File: src/vts_pkg.sv
// constants and types shared by the vt supervision block
package vts_pkg;

    ////////////////////////////////////////////////////////////////////////
    // bus geometry
    localparam int ADDR_W = 5;                // byte address width
    localparam int DATA_W = 32;               // avalon data width
    localparam int MAG_W  = 16;               // magnitude width
    localparam int PCT_W  = 7;                // percent setting width
    localparam int IRQ_W  = 3;                // interrupt event count

    ////////////////////////////////////////////////////////////////////////
    // register byte offsets
    localparam logic [4:0] OFS_CTRL     = 5'h00;
    localparam logic [4:0] OFS_VTHR     = 5'h04;
    localparam logic [4:0] OFS_ITHR     = 5'h08;
    localparam logic [4:0] OFS_LEVEL    = 5'h0C;
    localparam logic [4:0] OFS_STATUS   = 5'h10;
    localparam logic [4:0] OFS_IRQ_STAT = 5'h14;
    localparam logic [4:0] OFS_IRQ_MASK = 5'h18;

    ////////////////////////////////////////////////////////////////////////
    // field positions
    localparam int CTRL_MODE_LSB = 0;         // two mode bits
    localparam int CTRL_DLD_EN   = 2;         // detector enable
    localparam int CTRL_DLD_BLK  = 3;         // detector block
    localparam int LO_LSB        = 0;         // low setting field
    localparam int HI_LSB        = 8;         // high setting field
    localparam int ST_FAIL       = 0;         // failure flag / event
    localparam int ST_DEAD       = 1;         // dead line flag / event
    localparam int ST_OK         = 2;         // line healthy / early clear

    ////////////////////////////////////////////////////////////////////////
    // setting ranges in percent
    localparam int VOLT_MIN  = 5;
    localparam int VOLT_MAX  = 50;
    localparam int CUR_MIN   = 10;
    localparam int CUR_MAX   = 50;
    localparam int LVL_V_MIN = 10;
    localparam int LVL_V_MAX = 100;
    localparam int LVL_I_MIN = 2;
    localparam int LVL_I_MAX = 100;

    ////////////////////////////////////////////////////////////////////////
    // comparator scaling and drop-out ratio 19/20
    localparam int MAG_PER_PCT = 10;          // magnitude lsb per percent
    localparam int HYST_NUM    = 19;
    localparam int HYST_DEN    = 20;

    ////////////////////////////////////////////////////////////////////////
    // timing
    localparam int FAIL_HOLD_MS  = 100;
    localparam int CLK_HZ        = 200_000_000;
    localparam int FAIL_HOLD_CYC = FAIL_HOLD_MS * (CLK_HZ / 1000);

    ////////////////////////////////////////////////////////////////////////
    // types
    typedef enum logic [1:0] {
        MODE_OFF,
        MODE_ZERO,
        MODE_NEG,
        MODE_SPECIAL
    } vts_mode_e;

    typedef struct packed {
        logic [MAG_W-1:0] residual_voltage_mag;
        logic [MAG_W-1:0] residual_current_mag;
        logic [MAG_W-1:0] negseq_voltage_mag;
        logic [MAG_W-1:0] negseq_current_mag;
    } vts_mag_s;

    typedef struct packed {
        logic phase1_voltage_present;
        logic phase2_voltage_present;
        logic phase3_voltage_present;
        logic phase1_current_present;
        logic phase2_current_present;
        logic phase3_current_present;
    } vts_start_s;

    typedef struct packed {
        vts_mode_e        supervision_mode_select;
        logic             dld_enable;
        logic             dld_block;
        logic [PCT_W-1:0] residual_voltage_threshold;
        logic [PCT_W-1:0] negseq_voltage_threshold;
        logic [PCT_W-1:0] residual_current_threshold;
        logic [PCT_W-1:0] negseq_current_threshold;
        logic [PCT_W-1:0] line_voltage_level;
        logic [PCT_W-1:0] line_current_level;
    } vts_cfg_s;

    ////////////////////////////////////////////////////////////////////////
    // reset values
    localparam vts_cfg_s CFG_RST = '{
        supervision_mode_select    : MODE_ZERO,
        dld_enable                 : 1'b1,
        dld_block                  : 1'b0,
        residual_voltage_threshold : 7'h1E,
        negseq_voltage_threshold   : 7'h0A,
        residual_current_threshold : 7'h0A,
        negseq_current_threshold   : 7'h0A,
        line_voltage_level         : 7'h3C,
        line_current_level         : 7'h0A
    };
    localparam logic [IRQ_W-1:0] IRQ_MASK_RST = 3'h0;

endpackage

File: src/vts_supervision.sv
// vt secondary circuit supervision with decision logic and avalon registers
//
// The register offsets and the Avalon-MM interface to the registers are this design's own decisions.
`timescale 1ns/100ps
`default_nettype none

// Function
// - inputs: sequence magnitudes, detector starts, settings
// - zero mode: residual v high, residual i low
// - negative mode: negseq v high, negseq i low
// - special: residual v high, both currents low
// - modes off/zero/neg/special, default zero
// - voltage thresholds 5..50, defaults 30, 10
// - current thresholds 10..50, both default 10
// - detector levels: voltage 10..100, current 2..100
// - works only with detector enabled, unblocked
// - user block input suppresses failure output
// - internal failure condition never leaves block
// - decision drives failure, dead, healthy flags
// - dead line: all voltages, currents low
// - healthy: all three voltages present
// - dead start clears failure younger 100 ms
module vts_supervision
    import vts_pkg::*;
#(
    parameter int FAIL_HOLD_CYCLES = FAIL_HOLD_CYC  // failure age limit
) (
    // clock and reset
    input  wire logic              mclk_in,
    input  wire logic              srst_in,
    // avalon-mm slave
    input  wire logic [ADDR_W-1:0] avs_address_in,
    input  wire logic              avs_read_in,
    input  wire logic              avs_write_in,
    input  wire logic [DATA_W-1:0] avs_writedata_in,
    input  wire logic [3:0]        avs_byteenable_in,
    output logic      [DATA_W-1:0] avs_readdata_out,
    output logic                   avs_waitrequest_out,
    // magnitudes and detector starts
    input  wire vts_mag_s          mag_in,
    input  wire logic              mag_valid_in,
    input  wire vts_start_s        start_in,
    input  wire logic              supervision_block_in,
    // detector levels toward the preparation stage
    output logic      [PCT_W-1:0]  line_voltage_level_out,
    output logic      [PCT_W-1:0]  line_current_level_out,
    // flags and interrupt
    output logic                   vt_failure_out,
    output logic                   dead_line_out,
    output logic                   line_healthy_out,
    output logic                   irq_out
);

    ////////////////////////////////////////////////////////////////////////
    // helper functions

    // threshold in magnitude units
    function automatic logic [23:0] pct_lvl(input logic [PCT_W-1:0] p);
        return 24'(p) * 24'(MAG_PER_PCT);
    endfunction

    // current below its threshold
    function automatic logic cur_low(input logic [MAG_W-1:0] m,
                                     input logic [PCT_W-1:0] p);
        return 24'(m) < pct_lvl(p);
    endfunction

    // voltage comparator with drop-out ratio
    function automatic logic volt_cmp(input logic             picked,
                                      input logic [MAG_W-1:0] m,
                                      input logic [PCT_W-1:0] p);
        logic [23:0] lvl;
        logic [23:0] mx;
        lvl = pct_lvl(p);
        mx  = 24'(m);
        if (picked) begin
            return !((mx * 24'(HYST_DEN)) < (lvl * 24'(HYST_NUM)));
        end
        return mx > lvl;
    endfunction

    // clamp a written percent into its range
    function automatic logic [PCT_W-1:0] clamp_pct(input logic [7:0] v,
                                                   input int lo,
                                                   input int hi);
        if (int'(v) < lo) begin
            return PCT_W'(lo);
        end
        if (int'(v) > hi) begin
            return PCT_W'(hi);
        end
        return v[PCT_W-1:0];
    endfunction

    localparam int HOLD_W = $clog2(FAIL_HOLD_CYCLES + 1);

    ////////////////////////////////////////////////////////////////////////
    // declarations

    logic              ack;             // answer cycle of a request
    logic              next_ack;
    logic [DATA_W-1:0] rdata;           // registered read data
    logic [DATA_W-1:0] next_rdata;
    logic [DATA_W-1:0] rd_mux;          // read data selection
    logic              req;             // read or write pending
    logic              wr_go;           // write takes effect
    logic              rd_go;           // read completes
    vts_cfg_s          cfg;             // settings
    vts_cfg_s          next_cfg;
    logic [IRQ_W-1:0]  irq_mask;        // interrupt mask
    logic [IRQ_W-1:0]  next_irq_mask;
    logic [IRQ_W-1:0]  irq_stat;        // sticky events
    logic [IRQ_W-1:0]  next_irq_stat;
    logic [IRQ_W-1:0]  irq_set;         // events this cycle
    logic              res_v_pick;      // residual voltage picked up
    logic              next_res_v_pick;
    logic              neg_v_pick;      // negseq voltage picked up
    logic              next_neg_v_pick;
    logic              fail_condition_internal;
    logic              next_fail_int;
    logic              fail;            // failure flag
    logic              next_fail;
    logic              dead;            // dead line flag
    logic              next_dead;
    logic              healthy;         // line healthy flag
    logic              next_healthy;
    logic              suppress;        // failure cleared by dead line
    logic              next_suppress;
    logic [HOLD_W-1:0] hold_cnt;        // cycles failure has stood
    logic [HOLD_W-1:0] next_hold_cnt;

    ////////////////////////////////////////////////////////////////////////
    // avalon slave: one wait cycle, answer on the second edge

    assign req                 = avs_read_in | avs_write_in;
    assign avs_waitrequest_out = req & ~ack;
    assign wr_go               = avs_write_in & ack;
    assign rd_go               = avs_read_in & ack;
    assign avs_readdata_out    = rdata;

    // read data selection, unmapped reads give zero
    always_comb begin
        rd_mux = '0;
        case (avs_address_in)
            OFS_CTRL: begin
                rd_mux[CTRL_MODE_LSB +: 2] = cfg.supervision_mode_select;
                rd_mux[CTRL_DLD_EN]        = cfg.dld_enable;
                rd_mux[CTRL_DLD_BLK]       = cfg.dld_block;
            end
            OFS_VTHR: begin
                rd_mux[LO_LSB +: PCT_W] = cfg.residual_voltage_threshold;
                rd_mux[HI_LSB +: PCT_W] = cfg.negseq_voltage_threshold;
            end
            OFS_ITHR: begin
                rd_mux[LO_LSB +: PCT_W] = cfg.residual_current_threshold;
                rd_mux[HI_LSB +: PCT_W] = cfg.negseq_current_threshold;
            end
            OFS_LEVEL: begin
                rd_mux[LO_LSB +: PCT_W] = cfg.line_voltage_level;
                rd_mux[HI_LSB +: PCT_W] = cfg.line_current_level;
            end
            OFS_STATUS: begin
                rd_mux[ST_FAIL] = fail;
                rd_mux[ST_DEAD] = dead;
                rd_mux[ST_OK]   = healthy;
            end
            OFS_IRQ_STAT: rd_mux[IRQ_W-1:0] = irq_stat;
            OFS_IRQ_MASK: rd_mux[IRQ_W-1:0] = irq_mask;
            default:      rd_mux = '0;
        endcase
    end

    // handshake and read capture
    always_comb begin
        next_ack   = req & ~ack;
        next_rdata = rdata;
        if (avs_read_in && !ack) begin
            next_rdata = rd_mux;
        end
    end

    // bus registers
    always_ff @(posedge mclk_in) begin
        if (srst_in) begin
            ack   <= 1'b0;
            rdata <= '0;
        end else begin
            ack   <= next_ack;
            rdata <= next_rdata;
        end
    end

    ////////////////////////////////////////////////////////////////////////
    // settings: writes clamp into the allowed ranges

    always_comb begin
        next_cfg      = cfg;
        next_irq_mask = irq_mask;
        if (wr_go) begin
            case (avs_address_in)
                OFS_CTRL: begin
                    if (avs_byteenable_in[0]) begin
                        next_cfg.supervision_mode_select =
                            vts_mode_e'(avs_writedata_in[CTRL_MODE_LSB +: 2]);
                        next_cfg.dld_enable = avs_writedata_in[CTRL_DLD_EN];
                        next_cfg.dld_block  = avs_writedata_in[CTRL_DLD_BLK];
                    end
                end
                OFS_VTHR: begin
                    if (avs_byteenable_in[0]) begin
                        next_cfg.residual_voltage_threshold = clamp_pct(
                            avs_writedata_in[7:0], VOLT_MIN, VOLT_MAX);
                    end
                    if (avs_byteenable_in[1]) begin
                        next_cfg.negseq_voltage_threshold = clamp_pct(
                            avs_writedata_in[15:8], VOLT_MIN, VOLT_MAX);
                    end
                end
                OFS_ITHR: begin
                    if (avs_byteenable_in[0]) begin
                        next_cfg.residual_current_threshold = clamp_pct(
                            avs_writedata_in[7:0], CUR_MIN, CUR_MAX);
                    end
                    if (avs_byteenable_in[1]) begin
                        next_cfg.negseq_current_threshold = clamp_pct(
                            avs_writedata_in[15:8], CUR_MIN, CUR_MAX);
                    end
                end
                OFS_LEVEL: begin
                    if (avs_byteenable_in[0]) begin
                        next_cfg.line_voltage_level = clamp_pct(
                            avs_writedata_in[7:0], LVL_V_MIN, LVL_V_MAX);
                    end
                    if (avs_byteenable_in[1]) begin
                        next_cfg.line_current_level = clamp_pct(
                            avs_writedata_in[15:8], LVL_I_MIN, LVL_I_MAX);
                    end
                end
                OFS_IRQ_MASK: begin
                    if (avs_byteenable_in[0]) begin
                        next_irq_mask = avs_writedata_in[IRQ_W-1:0];
                    end
                end
                default: next_cfg = cfg;   // read-only or unmapped
            endcase
        end
    end

    // settings registers, defaults at reset
    always_ff @(posedge mclk_in) begin
        if (srst_in) begin
            cfg      <= CFG_RST;
            irq_mask <= IRQ_MASK_RST;
        end else begin
            cfg      <= next_cfg;
            irq_mask <= next_irq_mask;
        end
    end

    assign line_voltage_level_out = cfg.line_voltage_level;
    assign line_current_level_out = cfg.line_current_level;

    ////////////////////////////////////////////////////////////////////////
    // mode comparison, once per new magnitude set

    always_comb begin
        logic res_i_low;
        logic neg_i_low;
        res_i_low       = cur_low(mag_in.residual_current_mag,
                                  cfg.residual_current_threshold);
        neg_i_low       = cur_low(mag_in.negseq_current_mag,
                                  cfg.negseq_current_threshold);
        next_res_v_pick = res_v_pick;
        next_neg_v_pick = neg_v_pick;
        next_fail_int   = fail_condition_internal;
        if (mag_valid_in) begin
            next_res_v_pick = volt_cmp(res_v_pick, mag_in.residual_voltage_mag,
                                       cfg.residual_voltage_threshold);
            next_neg_v_pick = volt_cmp(neg_v_pick, mag_in.negseq_voltage_mag,
                                       cfg.negseq_voltage_threshold);
            case (cfg.supervision_mode_select)
                MODE_ZERO:    next_fail_int = next_res_v_pick & res_i_low;
                MODE_NEG:     next_fail_int = next_neg_v_pick & neg_i_low;
                MODE_SPECIAL: next_fail_int = next_res_v_pick & res_i_low
                                              & neg_i_low;
                default:      next_fail_int = 1'b0;
            endcase
        end
    end

    // comparator state, kept internal
    always_ff @(posedge mclk_in) begin
        if (srst_in) begin
            res_v_pick              <= 1'b0;
            neg_v_pick              <= 1'b0;
            fail_condition_internal <= 1'b0;
        end else begin
            res_v_pick              <= next_res_v_pick;
            neg_v_pick              <= next_neg_v_pick;
            fail_condition_internal <= next_fail_int;
        end
    end

    ////////////////////////////////////////////////////////////////////////
    // decision logic

    always_comb begin
        logic det_on;
        logic allowed;
        logic v_any;
        logic i_any;
        logic young;
        det_on  = cfg.dld_enable & ~cfg.dld_block;
        allowed = det_on & ~supervision_block_in;
        v_any   = start_in.phase1_voltage_present
                | start_in.phase2_voltage_present
                | start_in.phase3_voltage_present;
        i_any   = start_in.phase1_current_present
                | start_in.phase2_current_present
                | start_in.phase3_current_present;
        young   = hold_cnt < HOLD_W'(FAIL_HOLD_CYCLES);
        next_dead    = det_on & ~v_any & ~i_any;
        next_healthy = det_on & start_in.phase1_voltage_present
                     & start_in.phase2_voltage_present
                     & start_in.phase3_voltage_present;
        // suppression lasts while the dead line stands
        next_suppress = suppress & next_dead;
        if (next_dead && !dead && fail && young) begin
            next_suppress = 1'b1;
        end
        next_fail = fail_condition_internal & allowed & ~next_suppress
                  & (cfg.supervision_mode_select != MODE_OFF);
        // age of the failure flag, saturating
        next_hold_cnt = '0;
        if (next_fail) begin
            next_hold_cnt = fail ? hold_cnt : HOLD_W'(1);
            if (fail && young) begin
                next_hold_cnt = hold_cnt + HOLD_W'(1);
            end
        end
    end

    // decision registers, inactive at reset
    always_ff @(posedge mclk_in) begin
        if (srst_in) begin
            fail     <= 1'b0;
            dead     <= 1'b0;
            healthy  <= 1'b0;
            suppress <= 1'b0;
            hold_cnt <= '0;
        end else begin
            fail     <= next_fail;
            dead     <= next_dead;
            healthy  <= next_healthy;
            suppress <= next_suppress;
            hold_cnt <= next_hold_cnt;
        end
    end

    assign vt_failure_out   = fail;
    assign dead_line_out    = dead;
    assign line_healthy_out = healthy;

    ////////////////////////////////////////////////////////////////////////
    // interrupts: sticky events, read clears what was reported

    always_comb begin
        irq_set          = '0;
        irq_set[ST_FAIL] = next_fail & ~fail;
        irq_set[ST_DEAD] = next_dead & ~dead;
        irq_set[ST_OK]   = next_suppress & ~suppress;
        next_irq_stat    = irq_stat;
        if (rd_go && avs_address_in == OFS_IRQ_STAT) begin
            next_irq_stat = irq_stat & ~rdata[IRQ_W-1:0];
        end
        // a new event wins over the clear
        next_irq_stat = next_irq_stat | irq_set;
    end

    // interrupt status register
    always_ff @(posedge mclk_in) begin
        if (srst_in) begin
            irq_stat <= '0;
        end else begin
            irq_stat <= next_irq_stat;
        end
    end

    assign irq_out = |(irq_stat & irq_mask);

endmodule // vts_supervision

`default_nettype wire

File: config.mk
export PLATFORM = sky130hd
export DESIGN_NAME = vts_supervision
export DESIGN_NICKNAME = d
export VERILOG_FILES = /design/src/vts_pkg.sv /design/src/vts_supervision.sv
export SDC_FILE = /design/constraint.sdc
export NUM_CORES = 1
export LEC_CHECK = 0
export ABC_AREA = 1
export BUFFER_PORTS_ARGS = -buffer_cell sky130_fd_sc_hd__buf_4
export CAP_MARGIN = 10
export CORE_ASPECT_RATIO = 0.5
export CORE_UTILIZATION = 50
export CTS_CLUSTER_DIAMETER = 50
export DETAILED_ROUTE_END_ITERATION = 10
export PLACE_DENSITY = 0.75
export SLEW_MARGIN = 20
export SYNTH_ARGS = -nofsm -noshare
export SYNTH_HDL_FRONTEND = slang
export SYNTH_SLANG_ARGS = --single-unit
File: constraint.sdc
create_clock -name mclk_in -period 4.7 [get_ports mclk_in]
set_input_delay 0.47 -clock mclk_in [delete_from_list [all_inputs] [get_ports mclk_in]]
set_output_delay 0.47 -clock mclk_in [all_outputs]
set_load 0.01 [all_outputs]
# Yosys cells after proc, flatten, opt, wreduce, memory -nomap -nowiden
# Index checks and enable logic that the tools add are counted.
# W data, S select, Z words.
# totals
regBits	99
input_bits	117
out_inout_bits	51
# classes
add_sub_neg	1
multipliers	8
n_lt_le_gt_ge	16
eq_ne	10
muxes	92
bitwise_logic	39
n_reduce_logical	22
# ops
cell	n
$mux W7	23
$mux W1	61
$mux W25	2
$lt A21 B16 Y1	2
$mul A7 B3 Y10 const B	4
$mul A16 B3 Y19 const B	2
$gt A16 B11 Y1	2
$lt A16 B11 Y1	2
$mul A10 B5 Y15 const B	2
$add A25 B1 Y25 const B	1
$lt A25 B25 Y1 const B	1
$reduce_and A3 Y1	8
$pmux W3 S7	1
$pmux W7 S3	1
$and A1 B1 Y1	20
$gt A8 B6 Y1 const B	2
$gt A8 B7 Y1 const B	2
$lt A8 B3 Y1 const B	2
$lt A8 B4 Y1 const B	2
$eq A5 B5 Y1 const B	3
$eq A5 B4 Y1 const B	2
$not A1 Y1	10
$pmux W3 S3	1
$lt A8 B2 Y1 const B	1
other kinds (17)	31

# Logic depth before layout (Yosys ltp)
# depth
word_depth	14
ltp_mapped	33
ltp_nobuf	33

# Least setup slack after synthesis
# Ideal clock, no wire load.
# synth_path
kind	register to register
start	register cfg[36] (netlist name)
end	register fail_condition_internal
setup_ns	0.119
arrival_time_ns	5.003
path_slack_ns	-0.423
stages_incl_launch_ff	30
synth_period_minus_slack_ns	5.123
cell_sequence	dfxtp_1 > ha_1 > ha_1 > fa_1 > a21o_1 > a21oi_1 > xor2_1 > ha_1 > inv_1 > fa_1 > inv_1 > ha_1 > inv_1 > o311ai_0 > nand2_1 > nand2_1 > a21oi_1 > or2_2 > nand2_1 > nand2_1 > ha_1 > or2_2 > a21oi_1 > nand3_1 > nor2_1 > nand3_1 > nand3_1 > a21oi_1 > nand2_1 > a21oi_1
# synth_between
elab_chain_len	10
word_cells_on_any_way	11
classes_between	mul: 2; order compare: 2; mux: 4; bitwise: 2; reduce/logical: 1
# synth_rtl
element	line_no	rtl
start, declared	vts_supervision.sv:108	vts_cfg_s cfg;
start signal, assigned	vts_supervision.sv:255	cfg <= next_cfg;
$mul A7 B3 Y10 (*)	vts_supervision.sv:59	return 24'(p) * 24'(MAG_PER_PCT);
$mul A10 B5 Y15	vts_supervision.sv:77	return !((mx * 24'(HYST_DEN)) < (lvl * 24'(HYST_NUM)));
$lt A21 B16 Y1	vts_supervision.sv:77	
$logic_not A1 Y1	vts_supervision.sv:77	
$mux W1	vts_supervision.sv:76	if (picked) begin
$mux W1 (*)	vts_supervision.sv:79	return mx > lvl;
$mux W1 (*)	vts_supervision.sv:276	if (mag_valid_in) begin
$and A1 B1 Y1 (*)	vts_supervision.sv:282, vts_supervision.sv:284	
$and A1 B1 Y1	vts_supervision.sv:285	& neg_i_low;
$pmux W1 S3 (*)	vts_supervision.sv:281	case (cfg.supervision_mode_select)
end signal, assigned	vts_supervision.sv:300	fail_condition_internal <= next_fail_int;
end, declared	vts_supervision.sv:119	logic fail_condition_internal;
# Every way passes the cells marked *; elsewhere a longest branch is shown, timed or not. The select of a mux whose other input is x is not followed.
# A chain may end at the register's enable or synchronous reset.

# Worst setup path after layout
# Same ends and word-level chain as after synthesis.

==> impl_metrics.ini <==
[job]
maxCapViolations = 0

[floorplan]
num_io_pins = 168
fp-row-count = 38
die_x_um = 213
die_h_um = 107
initial_core_util_pct = 51.1
core-area_um2 = 21700
die-area_um2 = 22800

[setup_path]
cp-end-kind = flip-flop
critical-path-max-stage-delay_ns = 0.53
reg2reg_to = fail_condition_internal
cp_max_fo = 3
reg2regPathDepth = 32
r2r-start = cfg[36]
required_ns = 4.94
path_buf_inv = 4
r2r_slack_ns = -0.40
path_depth = 32
cp.arrival_ns = 5.33
critPathKind = reg -> reg
critPathSlowestCell = fa_1
start_kind = flip-flop
crit_family = adder cells

[cts]
clkLatencyLatePin_ns = 0.35
clk_pin_slew_ns = 0.07
cts_tree = done
clkSinkCount = 99
cts_max_level = 3
clock_path_buffers = 2
cts_root_buf = clkbuf_16
ctsHoldBuffers = 0
numCtsBuffers = 9

[finish]
fill_cells = 2002
final_cell_mix = 344 x nand2_1, 255 x inv_1, 206 x buf_4, 186 x ha_1, 138 x a21oi_1
area_growth_pct = 21.8
layout_commonest_cell = nand2_1
final_nets = 2138
n_antenna_cell = 0
layout-drive-gt1-share_pct = 17.8

[placed_design]
dp_slack_ns = -0.430
place.port_buffers = 129
gp_congestion = 0.925
dp_hpwl_um = 23300

[logic_synthesis]
ys.flop_type = dfxtp_1
synth_top_area_share_pct = 23.4
synth_cells = 1608
syn_area_um2 = 11100
synth_edf_count = 0
synth-seq-cells = 99
async_flop_share_pct = 0
synthTopCellsByArea = ha_1 23%, dfxtp_1 18%, nand2_1 12%
synth.largest_area_cell = ha_1
synth.distinct_cells = 54
ys_seq_area_share_pct = 17.9
yosysWarningCount = 0
avgSynthCellArea_um2 = 6.89

[sta]
fin_crit_ns = 5.10
setup_viol = 3
final-max-slew-violation-count = 0
max_freq_mhz = 196
worstMarginPinSlew_ns = 0.868
clock_skew_ns = 0.0116
fin_crit_sh_pct = 108
rsz0062_at_grt = yes
setup_ws_ns = -0.399
max_slew_margin_pct = 42.0
finalHoldViolCount = 0

[detailed_routing]
drtPass1Iterations = 5
drt-total-wl_um = 29000
drtAntennaViolNets = 0
drtIter0Drc = 695
drc = 0
post_drt_wl_per_cell_um = 13.8
num_vias = 10934
vias_per_cell = 5.20

[status]
run_status = finished with violations
violations = setup timing

[power_and_ir_drop]
power_mw = 2.28
peakVddDrop_mv = 0.165
pwr_density_cell_nw_per_um2 = 169
p_leak_nw = 6.70

[global_route]
grt_usage_pct = 25.3
grt_max_degree = 53
grt_first_pass_wirelength_um = 46700
overflow = 0
grt_pass1_vias = 9918
antenna_found_initial = 0

[min_path]
hold_end = neg_v_pick
hold-path-cell-count = 2
hp-class = in -> reg
min_from = mag_valid_in
## synthesized netlist by cell type, types with 4 or more instances
cell        n
a21o_1      5
a21oi_1   146
a31oi_1    11
buf_4      33
clkbuf_1    9
dfxtp_1    99
fa_1       18
ha_1      207
inv_1     265
nand2_1   347
nand3_1    71
nand4_1    20
nor2_1    127
nor2_2      4
nor3_1     34
nor3_2      4
nor4_1     12
o211ai_1   11
o21ai_0    53
o221ai_1    8
o22ai_1     7
o31ai_1     4
or2_2       4
xnor2_1    15
xor2_1     43
## stage by stage
stage,instances,utilization (%),TNS (ns),hold slack [ns],cell area [um^2]
3_3_place_gp,2065,58.9,-0.629,0.461,12800
6_report,2101,62.2,-0.968,0.352,13500
4_1_cts,2090,61.2,-0.700,0.332,13300
5_1_grt,2101,62.2,-1.84,0.360,13500
3_5_place_dp,2065,58.9,-1.03,0.463,12800
2_1_floorplan,1625,-,-0.0754,0.452,11300
## power by group
part           switching (mW)  internal (mW)  total (mW)
logic                   0.402          0.293       0.695
clock network           0.363          0.375       0.738
registers             0.00651          0.842       0.848
## how the worst max path moves through the flow
stage,slack (ns),startpoint,endpoint
after global placement,-0.30,cfg[37],fail_condition_internal
after CTS,-0.33,cfg[31],fail_condition_internal
after global routing,-0.70,cfg[38],fail_condition_internal
after floorplan,-0.08,cfg[29],fail_condition_internal
final,-0.40,cfg[36],fail_condition_internal
after detailed placement,-0.43,cfg[37],fail_condition_internal
## routing by layer
layer	part of all wire, %	vias to the layer above	track usage [%]
li1	-	5658	-
met1	49	4930	36.1
met2	44	313	41.0
met3	5.4	33	2.95
met4	1.5	0	4.93
met5	0	-	0
## cell type report
type                       count  area [um^2]  area share [%]
multi-input combinational   1210         8260            61.2
sequential                    99         2000            14.8
timing repair buffer         206         1550            11.5
inverter                     270         1020            7.55
tap                          300          375            2.78
clock buffer                   9          225            1.67
clock inverter                 7         67.6           0.501
## registers in the layout, summed over array words and instances (netlist names), 3 cells and up
signal                  cells
irq_mask                    3
irq_stat                    3
cfg                        32
avs_readdata_out           14
hold_cnt                   25
line_current_level_out      7
line_voltage_level_out      7
## kinds of logic (layout without fill, tap and decap cells)
family | Yosys count | count (layout) | synth area share [%]
and+or+nand+nor | 646 | 646 | 25.6
buffers and inverters | 316 | 492 | 11.9
AOI/OAI and AO/OA | 263 | 263 | 13.4
adders and majority gates | 225 | 225 | 26.6
DFF | 99 | 99 | 17.9
xor gates and xnor gates | 58 | 58 | 4.58
other | 1 | 18 | 0.0338
## what timing repair did
action | in CTS | in global routing
resized for setup | 26 | 29
setup buffers | 9 | 11
pin swaps | 24 | 45
endpoints found under the setup margin | 3 | 3
Note: power is estimated with default switching activity, not from simulation.
